--- src/verilog/nco_pkg.sv ---
// nco_pkg: constants, register map and carrier types of the oscillator.
// assumes one 125 MHz clock and a 32-bit AXI4-Lite register bus.
package nco_pkg;

    // clock and default tuning
    localparam int      CLK_PERIOD_NS = 8;
    localparam longint  CLK_HZ        = 1000000000 / CLK_PERIOD_NS;
    localparam longint  F_OUT_HZ      = 1000000;

    // widths of this build
    localparam int ACC_W   = 32;
    localparam int ANGLE_W = 16;
    localparam int MAG_W   = 16;
    localparam int FM_W    = 32;
    localparam int PM_W    = 16;
    localparam int HOP_N   = 16;
    localparam int HOP_AW  = 4;

    // legal ranges of the build widths
    localparam int ACC_W_MIN      = 4;
    localparam int ACC_W_MAX      = 64;
    localparam int ANGLE_W_MIN    = 4;
    localparam int ANGLE_W_MAX_LUT = 24;
    localparam int ANGLE_W_MAX_ROT = 32;
    localparam int MAG_W_MIN      = 10;
    localparam int MAG_W_MAX      = 32;
    localparam int FM_W_MIN       = 4;
    localparam int FM_W_MAX       = 64;
    localparam int PM_W_MIN       = 4;
    localparam int PM_W_MAX       = 32;
    localparam bit ALGO_IS_LUT    = 1'b0;

    // default increment and the frequency that it really gives
    localparam logic [ACC_W-1:0] DEF_INC =
        ACC_W'((F_OUT_HZ << ACC_W) / CLK_HZ);
    localparam longint REAL_F_OUT_HZ = (longint'(DEF_INC) * CLK_HZ) >> ACC_W;

    // pipeline
    localparam int BASE_LAT    = 4;
    localparam int DITH_LAT_ON = 2;
    localparam int DITH_LAT_OFF = 0;
    localparam int FILL_W      = 4;
    localparam int DITH_LVL_W  = 3;
    localparam int DITH_LVL_MAX = 7;
    localparam int LFSR_W      = 16;
    localparam logic [LFSR_W-1:0] LFSR_SEED = 16'hACE1;
    localparam logic [LFSR_W-1:0] LFSR_TAPS = 16'hB400;
    localparam logic [ANGLE_W-1:0] QUARTER_TURN = 16'h4000;
    localparam int SINE_SHIFT  = 2 * ANGLE_W - 4 - (MAG_W - 1);
    localparam logic signed [2*ANGLE_W+1:0] SAT_POS = 34'sh0_7FFF;
    localparam logic signed [ANGLE_W:0]     HALF_TURN = 17'sh0_8000;

    // register map (byte addresses)
    localparam int ADDR_W = 8;
    localparam logic [ADDR_W-1:0] REG_CTRL   = 8'h00;
    localparam logic [ADDR_W-1:0] REG_STATUS = 8'h04;
    localparam logic [ADDR_W-1:0] REG_COUNT  = 8'h08;
    localparam logic [ADDR_W-1:0] REG_FREQ   = 8'h0C;
    localparam logic [1:0]        HOP_PAGE   = 2'h1;

    // control and status fields
    localparam int CTRL_HOP_ON_BIT  = 0;
    localparam int CTRL_HOP_SEL_LSB = 4;
    localparam int CTRL_DITH_LSB    = 8;
    localparam logic [31:0] CTRL_RST  = 32'h0000_0000;
    localparam logic [31:0] CTRL_MASK = 32'h0000_07F1;
    localparam int STAT_CFG_OK_BIT  = 0;
    localparam int STAT_RUN_BIT     = 1;
    localparam int STAT_HOP_BIT     = 2;
    localparam int STAT_FIFO_LSB    = 4;

    localparam logic [1:0] RESP_OKAY   = 2'h0;
    localparam logic [1:0] RESP_SLVERR = 2'h2;

    typedef struct packed {
        logic [PM_W-1:0]  phase_mod;
        logic [FM_W-1:0]  freq_mod;
        logic [ACC_W-1:0] phase_inc;
    } nco_in_t;

    typedef struct packed {
        logic [MAG_W-1:0] cos_v;
        logic [MAG_W-1:0] sin_v;
    } nco_smp_t;

endpackage : nco_pkg

--- src/verilog/nco_in_fifo.sv ---
// nco_in_fifo: small valid/ready buffer in front of the accumulator.
// assumes a single clock; ready and valid come straight from flip-flops.
`timescale 1ns/1ps
module nco_in_fifo #(
    parameter int WIDTH = 8,
    parameter int DEPTH = 2
) (
    input  wire logic             aclk,
    input  wire logic             aresetn,
    input  wire logic             in_valid,
    output logic                  in_ready,
    input  wire logic [WIDTH-1:0] in_data,
    output logic                  out_valid,
    input  wire logic             out_ready,
    output logic [WIDTH-1:0]      out_data,
    output logic [$clog2(DEPTH+1)-1:0] level
);
    localparam int PW = (DEPTH > 1) ? $clog2(DEPTH) : 1;
    localparam int CW = $clog2(DEPTH + 1);

    logic [WIDTH-1:0] mem [DEPTH];
    logic [PW-1:0]    wr_ptr;
    logic [PW-1:0]    rd_ptr;
    logic             push;
    logic             pop;
    logic [CW-1:0]    next_level;

    function automatic logic [PW-1:0] ptr_inc(input logic [PW-1:0] p);
        return (p == PW'(DEPTH - 1)) ? '0 : PW'(p + PW'(1));
    endfunction : ptr_inc

    assign push       = in_valid & in_ready;
    assign pop        = out_valid & out_ready;
    assign next_level = CW'(level + CW'(push) - CW'(pop));
    assign out_data   = mem[rd_ptr];

    always_ff @(posedge aclk) begin
        if (push) begin
            mem[wr_ptr] <= in_data;
        end
    end

    always_ff @(posedge aclk) begin
        if (!aresetn) begin
            wr_ptr    <= '0;
            rd_ptr    <= '0;
            level     <= '0;
            in_ready  <= 1'b0;
            out_valid <= 1'b0;
        end else begin
            if (push) begin
                wr_ptr <= ptr_inc(wr_ptr);
            end
            if (pop) begin
                rd_ptr <= ptr_inc(rd_ptr);
            end
            level     <= next_level;
            in_ready  <= (next_level != CW'(DEPTH));
            out_valid <= (next_level != '0);
        end
    end
endmodule : nco_in_fifo

--- src/verilog/nco_core.sv ---
// nco_core: phase accumulator oscillator with hopping table, modulation and dither.
// assumes an AXI4-Lite master for the registers and a sample sink that never stalls.
//
// How it works
// accumulator width is a build value from 4 to 64, not below angle width.
// angle width starts at 4; at most 24 for tables, 32 otherwise.
// sine and cosine sample width is a build value from 10 to 32.
// dither is optional at build; its level is set from minimum to maximum.
// default increment comes from clock rate and wanted output frequency.
// frequency modulation input used only if built in; width 4 to 64.
// frequency modulation path has one or two register stages.
// phase modulation input used only if built in; width 4 to 32.
// phase modulation path has one or two register stages.
// samples go out as a stream; ready from the sink is ignored.
// inputs arrive on a stream sink, samples leave on a separate source.
// with hopping built in, software writes the hop increments at run time.
// the register address selects one of sixteen hop increments.
// samples only while clock enable is high, after a fixed start latency.
// a hop select chooses which stored increment drives the accumulator.
// a write strobe stores a value into the addressed hop register.
// dither adds two cycles of latency, none when left out.
// accumulator adds increment plus modulation; top bits plus phase offset feed the generator.
`timescale 1ns/1ps
module nco_core #(
    parameter bit DITHER_EN = 1'b1,
    parameter bit FM_EN     = 1'b1,
    parameter int FM_PIPE   = 1,
    parameter bit PM_EN     = 1'b1,
    parameter int PM_PIPE   = 1,
    parameter bit HOP_EN    = 1'b1
) (
    input  wire logic                       aclk,
    input  wire logic                       aresetn,
    input  wire logic                       clken,
    input  wire logic                       s_axi_awvalid,
    output logic                            s_axi_awready,
    input  wire logic [nco_pkg::ADDR_W-1:0] s_axi_awaddr,
    input  wire logic                       s_axi_wvalid,
    output logic                            s_axi_wready,
    input  wire logic [31:0]                s_axi_wdata,
    input  wire logic [3:0]                 s_axi_wstrb,
    output logic                            s_axi_bvalid,
    input  wire logic                       s_axi_bready,
    output logic [1:0]                      s_axi_bresp,
    input  wire logic                       s_axi_arvalid,
    output logic                            s_axi_arready,
    input  wire logic [nco_pkg::ADDR_W-1:0] s_axi_araddr,
    output logic                            s_axi_rvalid,
    input  wire logic                       s_axi_rready,
    output logic [31:0]                     s_axi_rdata,
    output logic [1:0]                      s_axi_rresp,
    input  wire logic                       s_valid,
    output logic                            s_ready,
    input  wire nco_pkg::nco_in_t           s_data,
    output logic                            m_valid,
    input  wire logic                       m_ready,
    output nco_pkg::nco_smp_t               m_data
);
    localparam int DITH_LAT = DITHER_EN ? nco_pkg::DITH_LAT_ON : nco_pkg::DITH_LAT_OFF;
    localparam int LAT      = nco_pkg::BASE_LAT + DITH_LAT;
    localparam int ANG_MAX  = nco_pkg::ALGO_IS_LUT ? nco_pkg::ANGLE_W_MAX_LUT
                                                   : nco_pkg::ANGLE_W_MAX_ROT;
    localparam bit CFG_OK =
        (nco_pkg::ACC_W >= nco_pkg::ACC_W_MIN) && (nco_pkg::ACC_W <= nco_pkg::ACC_W_MAX) &&
        (nco_pkg::ACC_W >= nco_pkg::ANGLE_W) &&
        (nco_pkg::ANGLE_W >= nco_pkg::ANGLE_W_MIN) && (nco_pkg::ANGLE_W <= ANG_MAX) &&
        (nco_pkg::MAG_W >= nco_pkg::MAG_W_MIN) && (nco_pkg::MAG_W <= nco_pkg::MAG_W_MAX) &&
        (nco_pkg::FM_W >= nco_pkg::FM_W_MIN) && (nco_pkg::FM_W <= nco_pkg::FM_W_MAX) &&
        (nco_pkg::FM_W <= nco_pkg::ACC_W) &&
        (nco_pkg::PM_W >= nco_pkg::PM_W_MIN) && (nco_pkg::PM_W <= nco_pkg::PM_W_MAX) &&
        (nco_pkg::PM_W >= nco_pkg::ANGLE_W) &&
        (FM_PIPE >= 1) && (FM_PIPE <= 2) && (PM_PIPE >= 1) && (PM_PIPE <= 2);

    // register bus state
    logic                       aw_held;
    logic                       w_held;
    logic [nco_pkg::ADDR_W-1:0] aw_addr;
    logic [31:0]                w_data;
    logic [3:0]                 w_strb;
    logic                       do_wr;
    logic [31:0]                ctrl;
    logic [nco_pkg::ACC_W-1:0]  hop_tab [nco_pkg::HOP_N];
    logic [31:0]                sample_count;

    // datapath state
    nco_pkg::nco_in_t           f_data;
    logic                       f_valid;
    logic [1:0]                 f_level;
    logic [nco_pkg::ACC_W-1:0]  inc_q;
    logic [nco_pkg::FM_W-1:0]   fm_q [2];
    logic [nco_pkg::PM_W-1:0]   pm_q [2];
    logic [nco_pkg::ACC_W-1:0]  acc;
    logic [nco_pkg::ACC_W-1:0]  act_inc;
    logic [nco_pkg::ANGLE_W-1:0] ph_q;
    logic [nco_pkg::ANGLE_W-1:0] ph_d;
    nco_pkg::nco_smp_t          smp_q;
    logic [nco_pkg::FILL_W-1:0] fill;
    logic                       hop_on;
    logic [nco_pkg::HOP_AW-1:0] hop_sel;
    logic [nco_pkg::DITH_LVL_W-1:0] dith_lvl;

    function automatic logic is_hop(input logic [nco_pkg::ADDR_W-1:0] a);
        return HOP_EN && (a[7:6] == nco_pkg::HOP_PAGE) && (a[1:0] == 2'h0);
    endfunction : is_hop

    function automatic logic [nco_pkg::HOP_AW-1:0] hop_idx(
        input logic [nco_pkg::ADDR_W-1:0] a);
        return a[5:2];
    endfunction : hop_idx

    function automatic logic reg_hit(input logic [nco_pkg::ADDR_W-1:0] a);
        return (a == nco_pkg::REG_CTRL) || (a == nco_pkg::REG_STATUS) ||
               (a == nco_pkg::REG_COUNT) || (a == nco_pkg::REG_FREQ) || is_hop(a);
    endfunction : reg_hit

    function automatic logic [31:0] apply_strb(input logic [31:0] old,
                                               input logic [31:0] wd,
                                               input logic [3:0]  st);
        logic [31:0] r;
        r = old;
        for (int i = 0; i < 4; i++) begin
            if (st[i]) begin
                r[8*i +: 8] = wd[8*i +: 8];
            end
        end
        return r;
    endfunction : apply_strb

    // parabolic sine of a turn fraction, saturated to full scale
    function automatic logic [nco_pkg::MAG_W-1:0] sine_fn(
        input logic [nco_pkg::ANGLE_W-1:0] p);
        logic signed [nco_pkg::ANGLE_W:0]     a;
        logic signed [nco_pkg::ANGLE_W:0]     rem;
        logic signed [2*nco_pkg::ANGLE_W+1:0] prod;
        a    = signed'({p[nco_pkg::ANGLE_W-1], p});
        rem  = nco_pkg::HALF_TURN - ((a < 0) ? -a : a);
        prod = (a * rem) >>> nco_pkg::SINE_SHIFT;
        if (prod > nco_pkg::SAT_POS) begin
            prod = nco_pkg::SAT_POS;
        end
        return nco_pkg::MAG_W'(prod);
    endfunction : sine_fn

    assign hop_on   = ctrl[nco_pkg::CTRL_HOP_ON_BIT];
    assign hop_sel  = ctrl[nco_pkg::CTRL_HOP_SEL_LSB +: nco_pkg::HOP_AW];
    assign dith_lvl = ctrl[nco_pkg::CTRL_DITH_LSB +: nco_pkg::DITH_LVL_W];
    assign do_wr    = aw_held && w_held && !s_axi_bvalid;

    // write address and data are taken in either order
    always_ff @(posedge aclk) begin
        if (!aresetn) begin
            aw_held       <= 1'b0;
            s_axi_awready <= 1'b0;
            aw_addr       <= '0;
        end else if (s_axi_awvalid && s_axi_awready) begin
            aw_held       <= 1'b1;
            s_axi_awready <= 1'b0;
            aw_addr       <= s_axi_awaddr;
        end else if (do_wr || !aw_held) begin
            aw_held       <= 1'b0;
            s_axi_awready <= 1'b1;
        end
    end

    always_ff @(posedge aclk) begin
        if (!aresetn) begin
            w_held       <= 1'b0;
            s_axi_wready <= 1'b0;
            w_data       <= '0;
            w_strb       <= '0;
        end else if (s_axi_wvalid && s_axi_wready) begin
            w_held       <= 1'b1;
            s_axi_wready <= 1'b0;
            w_data       <= s_axi_wdata;
            w_strb       <= s_axi_wstrb;
        end else if (do_wr || !w_held) begin
            w_held       <= 1'b0;
            s_axi_wready <= 1'b1;
        end
    end

    always_ff @(posedge aclk) begin
        if (!aresetn) begin
            s_axi_bvalid <= 1'b0;
            s_axi_bresp  <= nco_pkg::RESP_OKAY;
        end else if (do_wr) begin
            s_axi_bvalid <= 1'b1;
            s_axi_bresp  <= reg_hit(aw_addr) ? nco_pkg::RESP_OKAY : nco_pkg::RESP_SLVERR;
        end else if (s_axi_bready) begin
            s_axi_bvalid <= 1'b0;
        end
    end

    always_ff @(posedge aclk) begin
        if (!aresetn) begin
            ctrl <= nco_pkg::CTRL_RST;
        end else if (do_wr && (aw_addr == nco_pkg::REG_CTRL)) begin
            ctrl <= apply_strb(ctrl, w_data, w_strb) & nco_pkg::CTRL_MASK;
        end
    end

    always_ff @(posedge aclk) begin
        if (!aresetn) begin
            for (int i = 0; i < nco_pkg::HOP_N; i++) begin
                hop_tab[i] <= nco_pkg::DEF_INC;
            end
        end else if (do_wr && is_hop(aw_addr)) begin
            hop_tab[hop_idx(aw_addr)] <= apply_strb(hop_tab[hop_idx(aw_addr)], w_data, w_strb);
        end
    end

    // read channel: one word answered the cycle after the address is taken
    always_ff @(posedge aclk) begin
        if (!aresetn) begin
            s_axi_arready <= 1'b0;
            s_axi_rvalid  <= 1'b0;
            s_axi_rdata   <= '0;
            s_axi_rresp   <= nco_pkg::RESP_OKAY;
        end else if (s_axi_arvalid && s_axi_arready) begin
            s_axi_arready <= 1'b0;
            s_axi_rvalid  <= 1'b1;
            s_axi_rresp   <= reg_hit(s_axi_araddr) ? nco_pkg::RESP_OKAY : nco_pkg::RESP_SLVERR;
            s_axi_rdata   <= '0;
            if (s_axi_araddr == nco_pkg::REG_CTRL) begin
                s_axi_rdata <= ctrl;
            end else if (s_axi_araddr == nco_pkg::REG_STATUS) begin
                s_axi_rdata[nco_pkg::STAT_CFG_OK_BIT] <= CFG_OK;
                s_axi_rdata[nco_pkg::STAT_RUN_BIT]    <= (fill == nco_pkg::FILL_W'(LAT - 1));
                s_axi_rdata[nco_pkg::STAT_HOP_BIT]    <= HOP_EN && hop_on;
                s_axi_rdata[nco_pkg::STAT_FIFO_LSB +: 2] <= f_level;
            end else if (s_axi_araddr == nco_pkg::REG_COUNT) begin
                s_axi_rdata <= sample_count;
            end else if (s_axi_araddr == nco_pkg::REG_FREQ) begin
                s_axi_rdata <= 32'(nco_pkg::REAL_F_OUT_HZ);
            end else if (is_hop(s_axi_araddr)) begin
                s_axi_rdata <= hop_tab[hop_idx(s_axi_araddr)];
            end
        end else if (s_axi_rvalid && s_axi_rready) begin
            s_axi_rvalid  <= 1'b0;
            s_axi_arready <= 1'b1;
        end else if (!s_axi_rvalid) begin
            s_axi_arready <= 1'b1;
        end
    end

    // input stream buffer; drained only on enabled cycles
    nco_in_fifo #(
        .WIDTH ($bits(nco_pkg::nco_in_t)),
        .DEPTH (2)
    ) u_in_fifo (
        .aclk      (aclk),
        .aresetn   (aresetn),
        .in_valid  (s_valid),
        .in_ready  (s_ready),
        .in_data   (s_data),
        .out_valid (f_valid),
        .out_ready (clken),
        .out_data  (f_data),
        .level     (f_level)
    );

    // latest stream word, modulation pipes
    always_ff @(posedge aclk) begin
        if (!aresetn) begin
            inc_q <= nco_pkg::DEF_INC;
            fm_q  <= '{default: '0};
            pm_q  <= '{default: '0};
        end else if (clken) begin
            if (f_valid) begin
                inc_q   <= f_data.phase_inc;
                fm_q[0] <= FM_EN ? f_data.freq_mod : '0;
                pm_q[0] <= PM_EN ? f_data.phase_mod : '0;
            end
            fm_q[1] <= fm_q[0];
            pm_q[1] <= pm_q[0];
        end
    end

    assign act_inc = (HOP_EN && hop_on) ? hop_tab[hop_sel] : inc_q;

    always_ff @(posedge aclk) begin
        if (!aresetn) begin
            acc  <= '0;
            ph_q <= '0;
        end else if (clken) begin
            acc  <= acc + act_inc + nco_pkg::ACC_W'(fm_q[FM_PIPE-1]);
            ph_q <= acc[nco_pkg::ACC_W-1 -: nco_pkg::ANGLE_W] +
                    pm_q[PM_PIPE-1][nco_pkg::PM_W-1 -: nco_pkg::ANGLE_W];
        end
    end

    generate
        if (DITHER_EN) begin : g_dither
            logic [nco_pkg::LFSR_W-1:0]  lfsr;
            logic [nco_pkg::ANGLE_W-1:0] d1;
            logic [nco_pkg::ANGLE_W-1:0] d2;
            logic [nco_pkg::DITH_LVL_MAX-1:0] noise;
            // level 0 injects nothing, the top level the widest noise
            assign noise = lfsr[nco_pkg::DITH_LVL_MAX-1:0] >>
                           (nco_pkg::DITH_LVL_W'(nco_pkg::DITH_LVL_MAX) - dith_lvl);
            always_ff @(posedge aclk) begin
                if (!aresetn) begin
                    lfsr <= nco_pkg::LFSR_SEED;
                    d1   <= '0;
                    d2   <= '0;
                end else if (clken) begin
                    lfsr <= lfsr[0] ? ((lfsr >> 1) ^ nco_pkg::LFSR_TAPS) : (lfsr >> 1);
                    d1   <= ph_q + nco_pkg::ANGLE_W'(noise);
                    d2   <= d1;
                end
            end
            assign ph_d = d2;
        end else begin : g_no_dither
            assign ph_d = ph_q;
        end
    endgenerate

    always_ff @(posedge aclk) begin
        if (!aresetn) begin
            smp_q  <= '0;
            m_data <= '0;
        end else if (clken) begin
            smp_q.sin_v <= sine_fn(ph_d);
            smp_q.cos_v <= sine_fn(ph_d + nco_pkg::QUARTER_TURN);
            m_data      <= smp_q;
        end
    end

    // start latency count; sink ready is never looked at
    always_ff @(posedge aclk) begin
        if (!aresetn) begin
            fill    <= '0;
            m_valid <= 1'b0;
        end else begin
            if (clken && (fill != nco_pkg::FILL_W'(LAT - 1))) begin
                fill <= fill + nco_pkg::FILL_W'(1);
            end
            m_valid <= clken && (fill == nco_pkg::FILL_W'(LAT - 1));
        end
    end

    always_ff @(posedge aclk) begin
        if (!aresetn) begin
            sample_count <= '0;
        end else if (m_valid) begin
            sample_count <= sample_count + 32'h0000_0001;
        end
    end
endmodule : nco_core

--- config.mk ---
export PLATFORM = sky130hd
export DESIGN_NAME = nco_core
export DESIGN_NICKNAME = d
export VERILOG_FILES = /design/src/verilog/nco_pkg.sv /design/src/verilog/nco_in_fifo.sv /design/src/verilog/nco_core.sv
export SDC_FILE = /design/constraint.sdc
export NUM_CORES = 2
export LEC_CHECK = 0
export ABC_AREA = 1
export BUFFER_PORTS_ARGS = -buffer_cell sky130_fd_sc_hd__buf_2
export CORE_AREA = 2 2 485 487
export DETAILED_ROUTE_END_ITERATION = 16
export DIE_AREA = 0 0 487 489
export HOLD_SLACK_MARGIN = 0.06
export SLEW_MARGIN = 20
export SYNTH_ARGS = -nofsm -noshare
export SYNTH_HDL_FRONTEND = slang
export SYNTH_SLANG_ARGS = --single-unit
--- constraint.sdc ---
create_clock -name aclk -period 25.6 [get_ports aclk]
set_input_delay 3.84 -clock aclk [delete_from_list [all_inputs] [get_ports aclk]]
set_output_delay 3.84 -clock aclk [all_outputs]
set_load 0.005 [all_outputs]
# Yosys cells after proc, flatten, opt, wreduce, memory -nomap -nowiden
# Memories as Yosys holds them, arrays and structs flattened. A register that Yosys moved wholly into a read port is not among the register bits.
# Cells that the tools add are included.
# word_totals
inputBits	142
mem_bits_rw	672
regBits	298
latchBits	0
out_inout_bits	75
elab_cells	174
mem_count	2
rom_bits	0
# memory_table
name	words	word_bits	read_ports	rd_ports_with_merged_regs	wr	line_no	text
hop_tab	16	32	2	1	16	nco_core.sv:82	logic [nco_pkg::ACC_W-1:0] hop_tab [nco_pkg::HOP_N];
u_in_fifo.mem	2	80	1	1	1	nco_in_fifo.sv:21	logic [WIDTH-1:0] mem [DEPTH];
# op_classes
bitwise_logic	4
order_cmp	4
reduce_logical	46
div_mod_pow	0
add_sub_neg	16
eq_ne	16
muxes	51
shifts	1
n_mul	2
# ops
op	count
$mux 32	6
$mux 8	12
$mul 16x17->33	2
$add 32x32->32	2
$mux 16	3
$gt 20x16->1 const B	2
$mux 17	2
$neg 16->17	2
$sub 17x17->17 const A	2
$add 32x1->32 const B	1
$eq 8x4->1 const B	4
$lt 16x1->1 const B	2
$reduce_or 32->1	1
$mux 26	1
$mux 1	19
$add 16x15->16 const B	1
$add 16x16->16	1
$add 16x7->16	1
$eq 8x3->1 const B	2
$logic_not 8->1	2
$mux 4	4
$reduce_and 2->1	7
$logic_and 1x1->1	12
$ne 3x3->1 const B	4
21 further kinds	45

# Logic depth before layout (Yosys ltp)
# logic_depth
ltp_word	9
depth_mapped	49
ltp_nobuf	45

# By module
# From an unflattened synthesis, not the netlist that was laid out.
# hier_totals
cells_unflattened	8247
area_unflattened_um2	71952.8
# by_module_without_submodules
mod	seq_area_each_um2	n_inst	cells_per_inst	area_per_inst_um2
nco_core	22861.9	1	7956	65486.6
nco_in_fifo	4944.7	1	291	6466.2

# Least setup slack after synthesis
# OpenSTA, ideal clock, no wires.
# synth_timing
path_kind	register -> register
from	register g_dither.d2[15] (netlist bit)
to	register smp_q[18] (netlist bit)
n_path_buf	8
synth_period_minus_slack_ns	8.489
setup_ns	0.122
slack_ns	17.111
required_ns	25.478
path_stages_with_launch	42
arrival_time_ns	8.367
cell_sequence	dfxtp_1 > buf_2 > inv_2 > clkbuf_1 > clkbuf_1 > buf_1 > ha_1 > buf_2 > inv_2 > buf_2 > o21ai_1 > nor2_1 > nand3_1 > nor2_1 > nand4_1 > nor3_1 > nand3_1 > nand2_1 > [6 not listed] > fa_1 > fa_1 > inv_1 > fa_1 > inv_1 > ha_1 > a21oi_1 > nor2_1 > nor2_1 > o21ai_0 > a21oi_1 > nand2_1 > a21oi_1 > xor2_1 > inv_1 > nand2_1 > buf_2 > a21oi_1
# synth_via
elab_chain_cells	7
word_cells_on_any_way	8
cone_classes	add/sub (3); mul (1); order compare (2); mux (2)
# synth_lines
item	line_no	text
from (decl)	nco_core.sv:296	logic [nco_pkg::ANGLE_W-1:0] d2;
from (signal assigned)	nco_core.sv:305	d2 <= '0;
from (signal assigned)	nco_core.sv:309	d2 <= d1;
$add 16x15->16 (*)	nco_core.sv:324	smp_q.cos_v <= sine_fn(ph_d + nco_pkg::QUARTER_TURN);
$neg 16->17 or $lt 16x1->1 (tied branches)	nco_core.sv:136	rem = nco_pkg::HALF_TURN - ((a < 0) ? -a : a);
$mux 17	nco_core.sv:136	
$sub 17x17->17	nco_core.sv:136	
$mul 16x17->33 (*)	nco_core.sv:137	prod = (a * rem) >>> nco_pkg::SINE_SHIFT;
$gt 20x16->1	nco_core.sv:138	if (prod > nco_pkg::SAT_POS) begin
$mux 16 (*)	nco_core.sv:138	
to (decl)	nco_core.sv:96	nco_pkg::nco_smp_t smp_q;
# Every way passes the cells marked *; elsewhere a longest branch is shown, timed or not.
# A chain may end at the register's enable or synchronous reset.

# Worst setup path in the final report
# layout_timing
from	register g_dither.d2[14] (netlist bit)
to	register smp_q[29] (netlist bit)
# Same word-level chain as after synthesis.

==> out/qor.txt <==
PnR worst setup slack - 15.33 ns
Fin Hold WS - 0.452 ns
Clk pwr share - 17.4%
Seq pwr share - 21.3%
Post-synth EDFFs - 672
combinational power share - 61.4%
initial core utilization - 30.8%
Core Rows - 178
post-synthesis mux area share - 0%
Area Overhead vs Synth - 10.9%
switching pwr - 0.00478 W
GRT overflow - 0
Layout Cells excl Fill - 11577
Slew headroom - 14.9%
Synth Area in Compound Gates - 13.3%
clock tree buffer depth - 3
Slew Viols, Final - 0
Iter 0 DRT Violations - 5904
IO Pins - 217
Hold Buf Count CTS - 0
Fin Setup TNS - 0 ns
most used cell, CP - fa_1
Synth Area in Adders - 19.8%
internal power - 0.00494 W
Max-cap violations - 0
Vias/cell - 5.16
CP max stage cell - ha_1
pre-CTS WS - 15.43 ns
CTS buffer count - 116
met2 wire length - 111000 µm
CP Class - reg2reg
H-Tree Depth - 3
largest family of logic cells by synthesized area - adder cells
Clock Pin Slew Worst Setup and Hold Paths - 0.06 ns
GP Congestion - 0.915
Crit. End Element - flip-flop
Tmin final - 10.27 ns
Top FF cell, synth - edfxtp_1
Synth area leaders - edfxtp_1, fa_1, dfxtp_1, nand2_1, nor2_1
Syn Std Cell Area - 0.0719 mm²
first-pass GRT wire length - 362000 µm
number of post-CTS setup repair buffers - 0
Yosys cell types - 64
clock skew - 0.0912 ns
area fraction in and, or, nand and nor cells after synthesis - 17.9%
RSZ-0062 raised after global routing - no
CORE AREA - 0.234 mm²
PostCTS Resize Cnt - 0
largest area contributor in the synthesized netlist - edfxtp_1
register area share after synthesis - 38.6%
final hold viol count - 0
max incr delay on CP - 0.96 ns
met3 wire len - 20400 µm
Nets - 9343
CP Data Required Time - 26.21 ns
fin crit share - 40.1%
DP Cell Count - 11343
XOR/XNOR share of the synthesized area - 1.57%
pin count of the biggest net entering global routing - 129
pwr dens - 122 mW/mm²
outcome - finished, final reports clean
final setup vio count - 0
critical path startpoint category - flip-flop
initial antenna violation count - 44
M1 WL - 94300 µm
root buf cell - clkbuf_16
clock sink total - 1052
leakage - 33.2 nW
peak supply drop - 0.268 mV
register bit total from synthesis - 1052
die area - 0.238 mm²
Worst-Skew Late Latency - 0.82 ns
wire per inst - 20.8 µm
fin util - 34.1%
Die H - 489 µm
HPWL after DPL - 174000 µm
CP arrival - 10.88 ns
DR vias - 59732
Antenna Nets Post-Route - 0
yosys warns - 0
Syn Area/Cell - 8.56 µm²
DR top layer - met5
worst-path maximum fanout - 30
share of cells above drive strength 1 - 6.93%
Port Buf Inserts - 213
asr flop ratio synth - 0%
HP Class - reg2reg
post-synthesis cell count - 8403
maximum clock rate - 97.3 MHz
worst slew pin tran - 1.27 ns
sw frac - 49.2%
DR DRC count - 0
number of global-route vias before repair - 58753
post-synth top area share - 28.1%
gr usage total - 19.8%
final wirelength - 241000 µm
Die Wd - 487 µm
Pre-antenna DRT Iters - 6
CTS tree - done
layer usage:
layer | vias to the layer above | GRT usage (%)
met5 | - | 0
met4 | 44 | 11.0
met3 | 558 | 3.93
met2 | 2491 | 32.3
met1 | 29114 | 24.6
li1 | 27525 | -
stage by stage:
stage	total power (W)	cell area, µm²
detailed placement	0.00799	75800
finish	0.00972	79700
global placement	0.00795	75800
CTS	0.00970	79700
global route	0.0106	79700
floorplan	0.00629	72100
cells in the mapped netlist, types with 51 or more instances:
library cell / count
nand3_1: 322
a31oi_1: 51
fa_1: 566
nand2_1: 1366
clkbuf_1: 391
ha_1: 234
xor2_1: 77
edfxtp_1: 672
a21oi_1: 361
inv_1: 1131
a22oi_1: 208
o211ai_1: 119
dfxtp_1: 380
xnor2_1: 52
nand4_1: 65
o21ai_0: 648
nor2_1: 1266
o221ai_1: 82
critical path: cells and delay by family, from the launching register on:
kind	cells	cell delay, ns
XOR/XNOR	1	0.20
AO/OA/AOI/OAI	7	1.36
adder cells (fa/ha/maj)	8	4.84
buffers and inverters	6	1.46
AND/OR/NAND/NOR	11	1.91
flip-flops	1	0.32
flip-flops by register name, summed over array words and instances (netlist names), 32 cells and up, named ones only:
| name | cells |
|---|---|
| w_data | 32 |
| u_in_fifo.mem | 160 |
| acc | 32 |
| smp_q | 32 |
| hop_tab | 512 |
| fm_q | 32 |
| m_data | 32 |
| inc_q | 32 |
| sample_count | 32 |
| s_axi_rdata | 32 |
power groups by stage:
stage	registers, W	logic (W)	clock network [W]
floorplan	0.00206	0.00422	0
global placement	0.00210	0.00585	0
detailed placement	0.00210	0.00589	0
CTS	0.00207	0.00592	0.00171
global route	0.00208	0.00676	0.00178
finish	0.00207	0.00597	0.00169
logic make-up (layout without fill, tap and decap cells):
group | count (synthesis) | after routing
other | 2 | 64
flip-flops | 1052 | 1052
AND/OR/NAND/NOR | 3158 | 3158
buffers and inverters | 1656 | 1708
XOR/XNOR | 129 | 129
adder cells (fa/ha/maj) | 800 | 800
AO/OA/AOI/OAI | 1606 | 1606
cell usage in the layout (no fill, tap or decap), types with 9 or more instances in the layout:
cell	instances
o21ai_2	9
edfxtp_1	672
nand3_1	322
xor2_1	77
nor4_1	14
a21oi_1	361
conb_1	48
clkinv_2	27
fa_1	566
o21ai_1	12
nand4_1	65
nor2_2	26
clkbuf_1	30
a22oi_1	208
o221ai_1	82
clkbuf_16	117
nand2_2	16
o22ai_1	29
a21o_1	17
clkbuf_8	14
o21ai_0	647
diode_2	16
dfxtp_1	373
buf_4	54
a31oi_1	50
inv_2	37
o2111ai_1	9
xnor2_1	52
ha_1	234
inv_1	1127
o21bai_1	12
inv_4	9
o211ai_1	119
clkinv_1	57
nor2_1	1257
nor3_1	45
nand2_1	1365
buf_2	211
a221oi_1	14
worst paths after layout:
kind / start / endpoint / slack, ns / cells after the start
worst min register to register: g_dither.lfsr[12]$_SDFFE_PN0P_ / g_dither.lfsr[11]$_SDFFE_PN1P_ / 0.45 / 2
worst min-delay path: g_dither.lfsr[12]$_SDFFE_PN0P_ / g_dither.lfsr[11]$_SDFFE_PN1P_ / 0.45 / 2
worst max register to register: g_dither.d2[14]$_SDFFE_PN0P_ / smp_q[29]$_SDFFE_PN0P_ / 15.33 / 33
worst max-delay path: g_dither.d2[14]$_SDFFE_PN0P_ / smp_q[29]$_SDFFE_PN0P_ / 15.33 / 33
final cells by class:
type	instances	area [µm²]
antenna	16	40.0
sequential	1052	27800
inverter	1221	4600
timing repair buffer	269	1540
fill	23933	154000
multi-input combinational	5741	38100
clock buffer	162	3240
tap	3060	3830
clock inverter	56	612
Power figures use the tool's default switching activity.
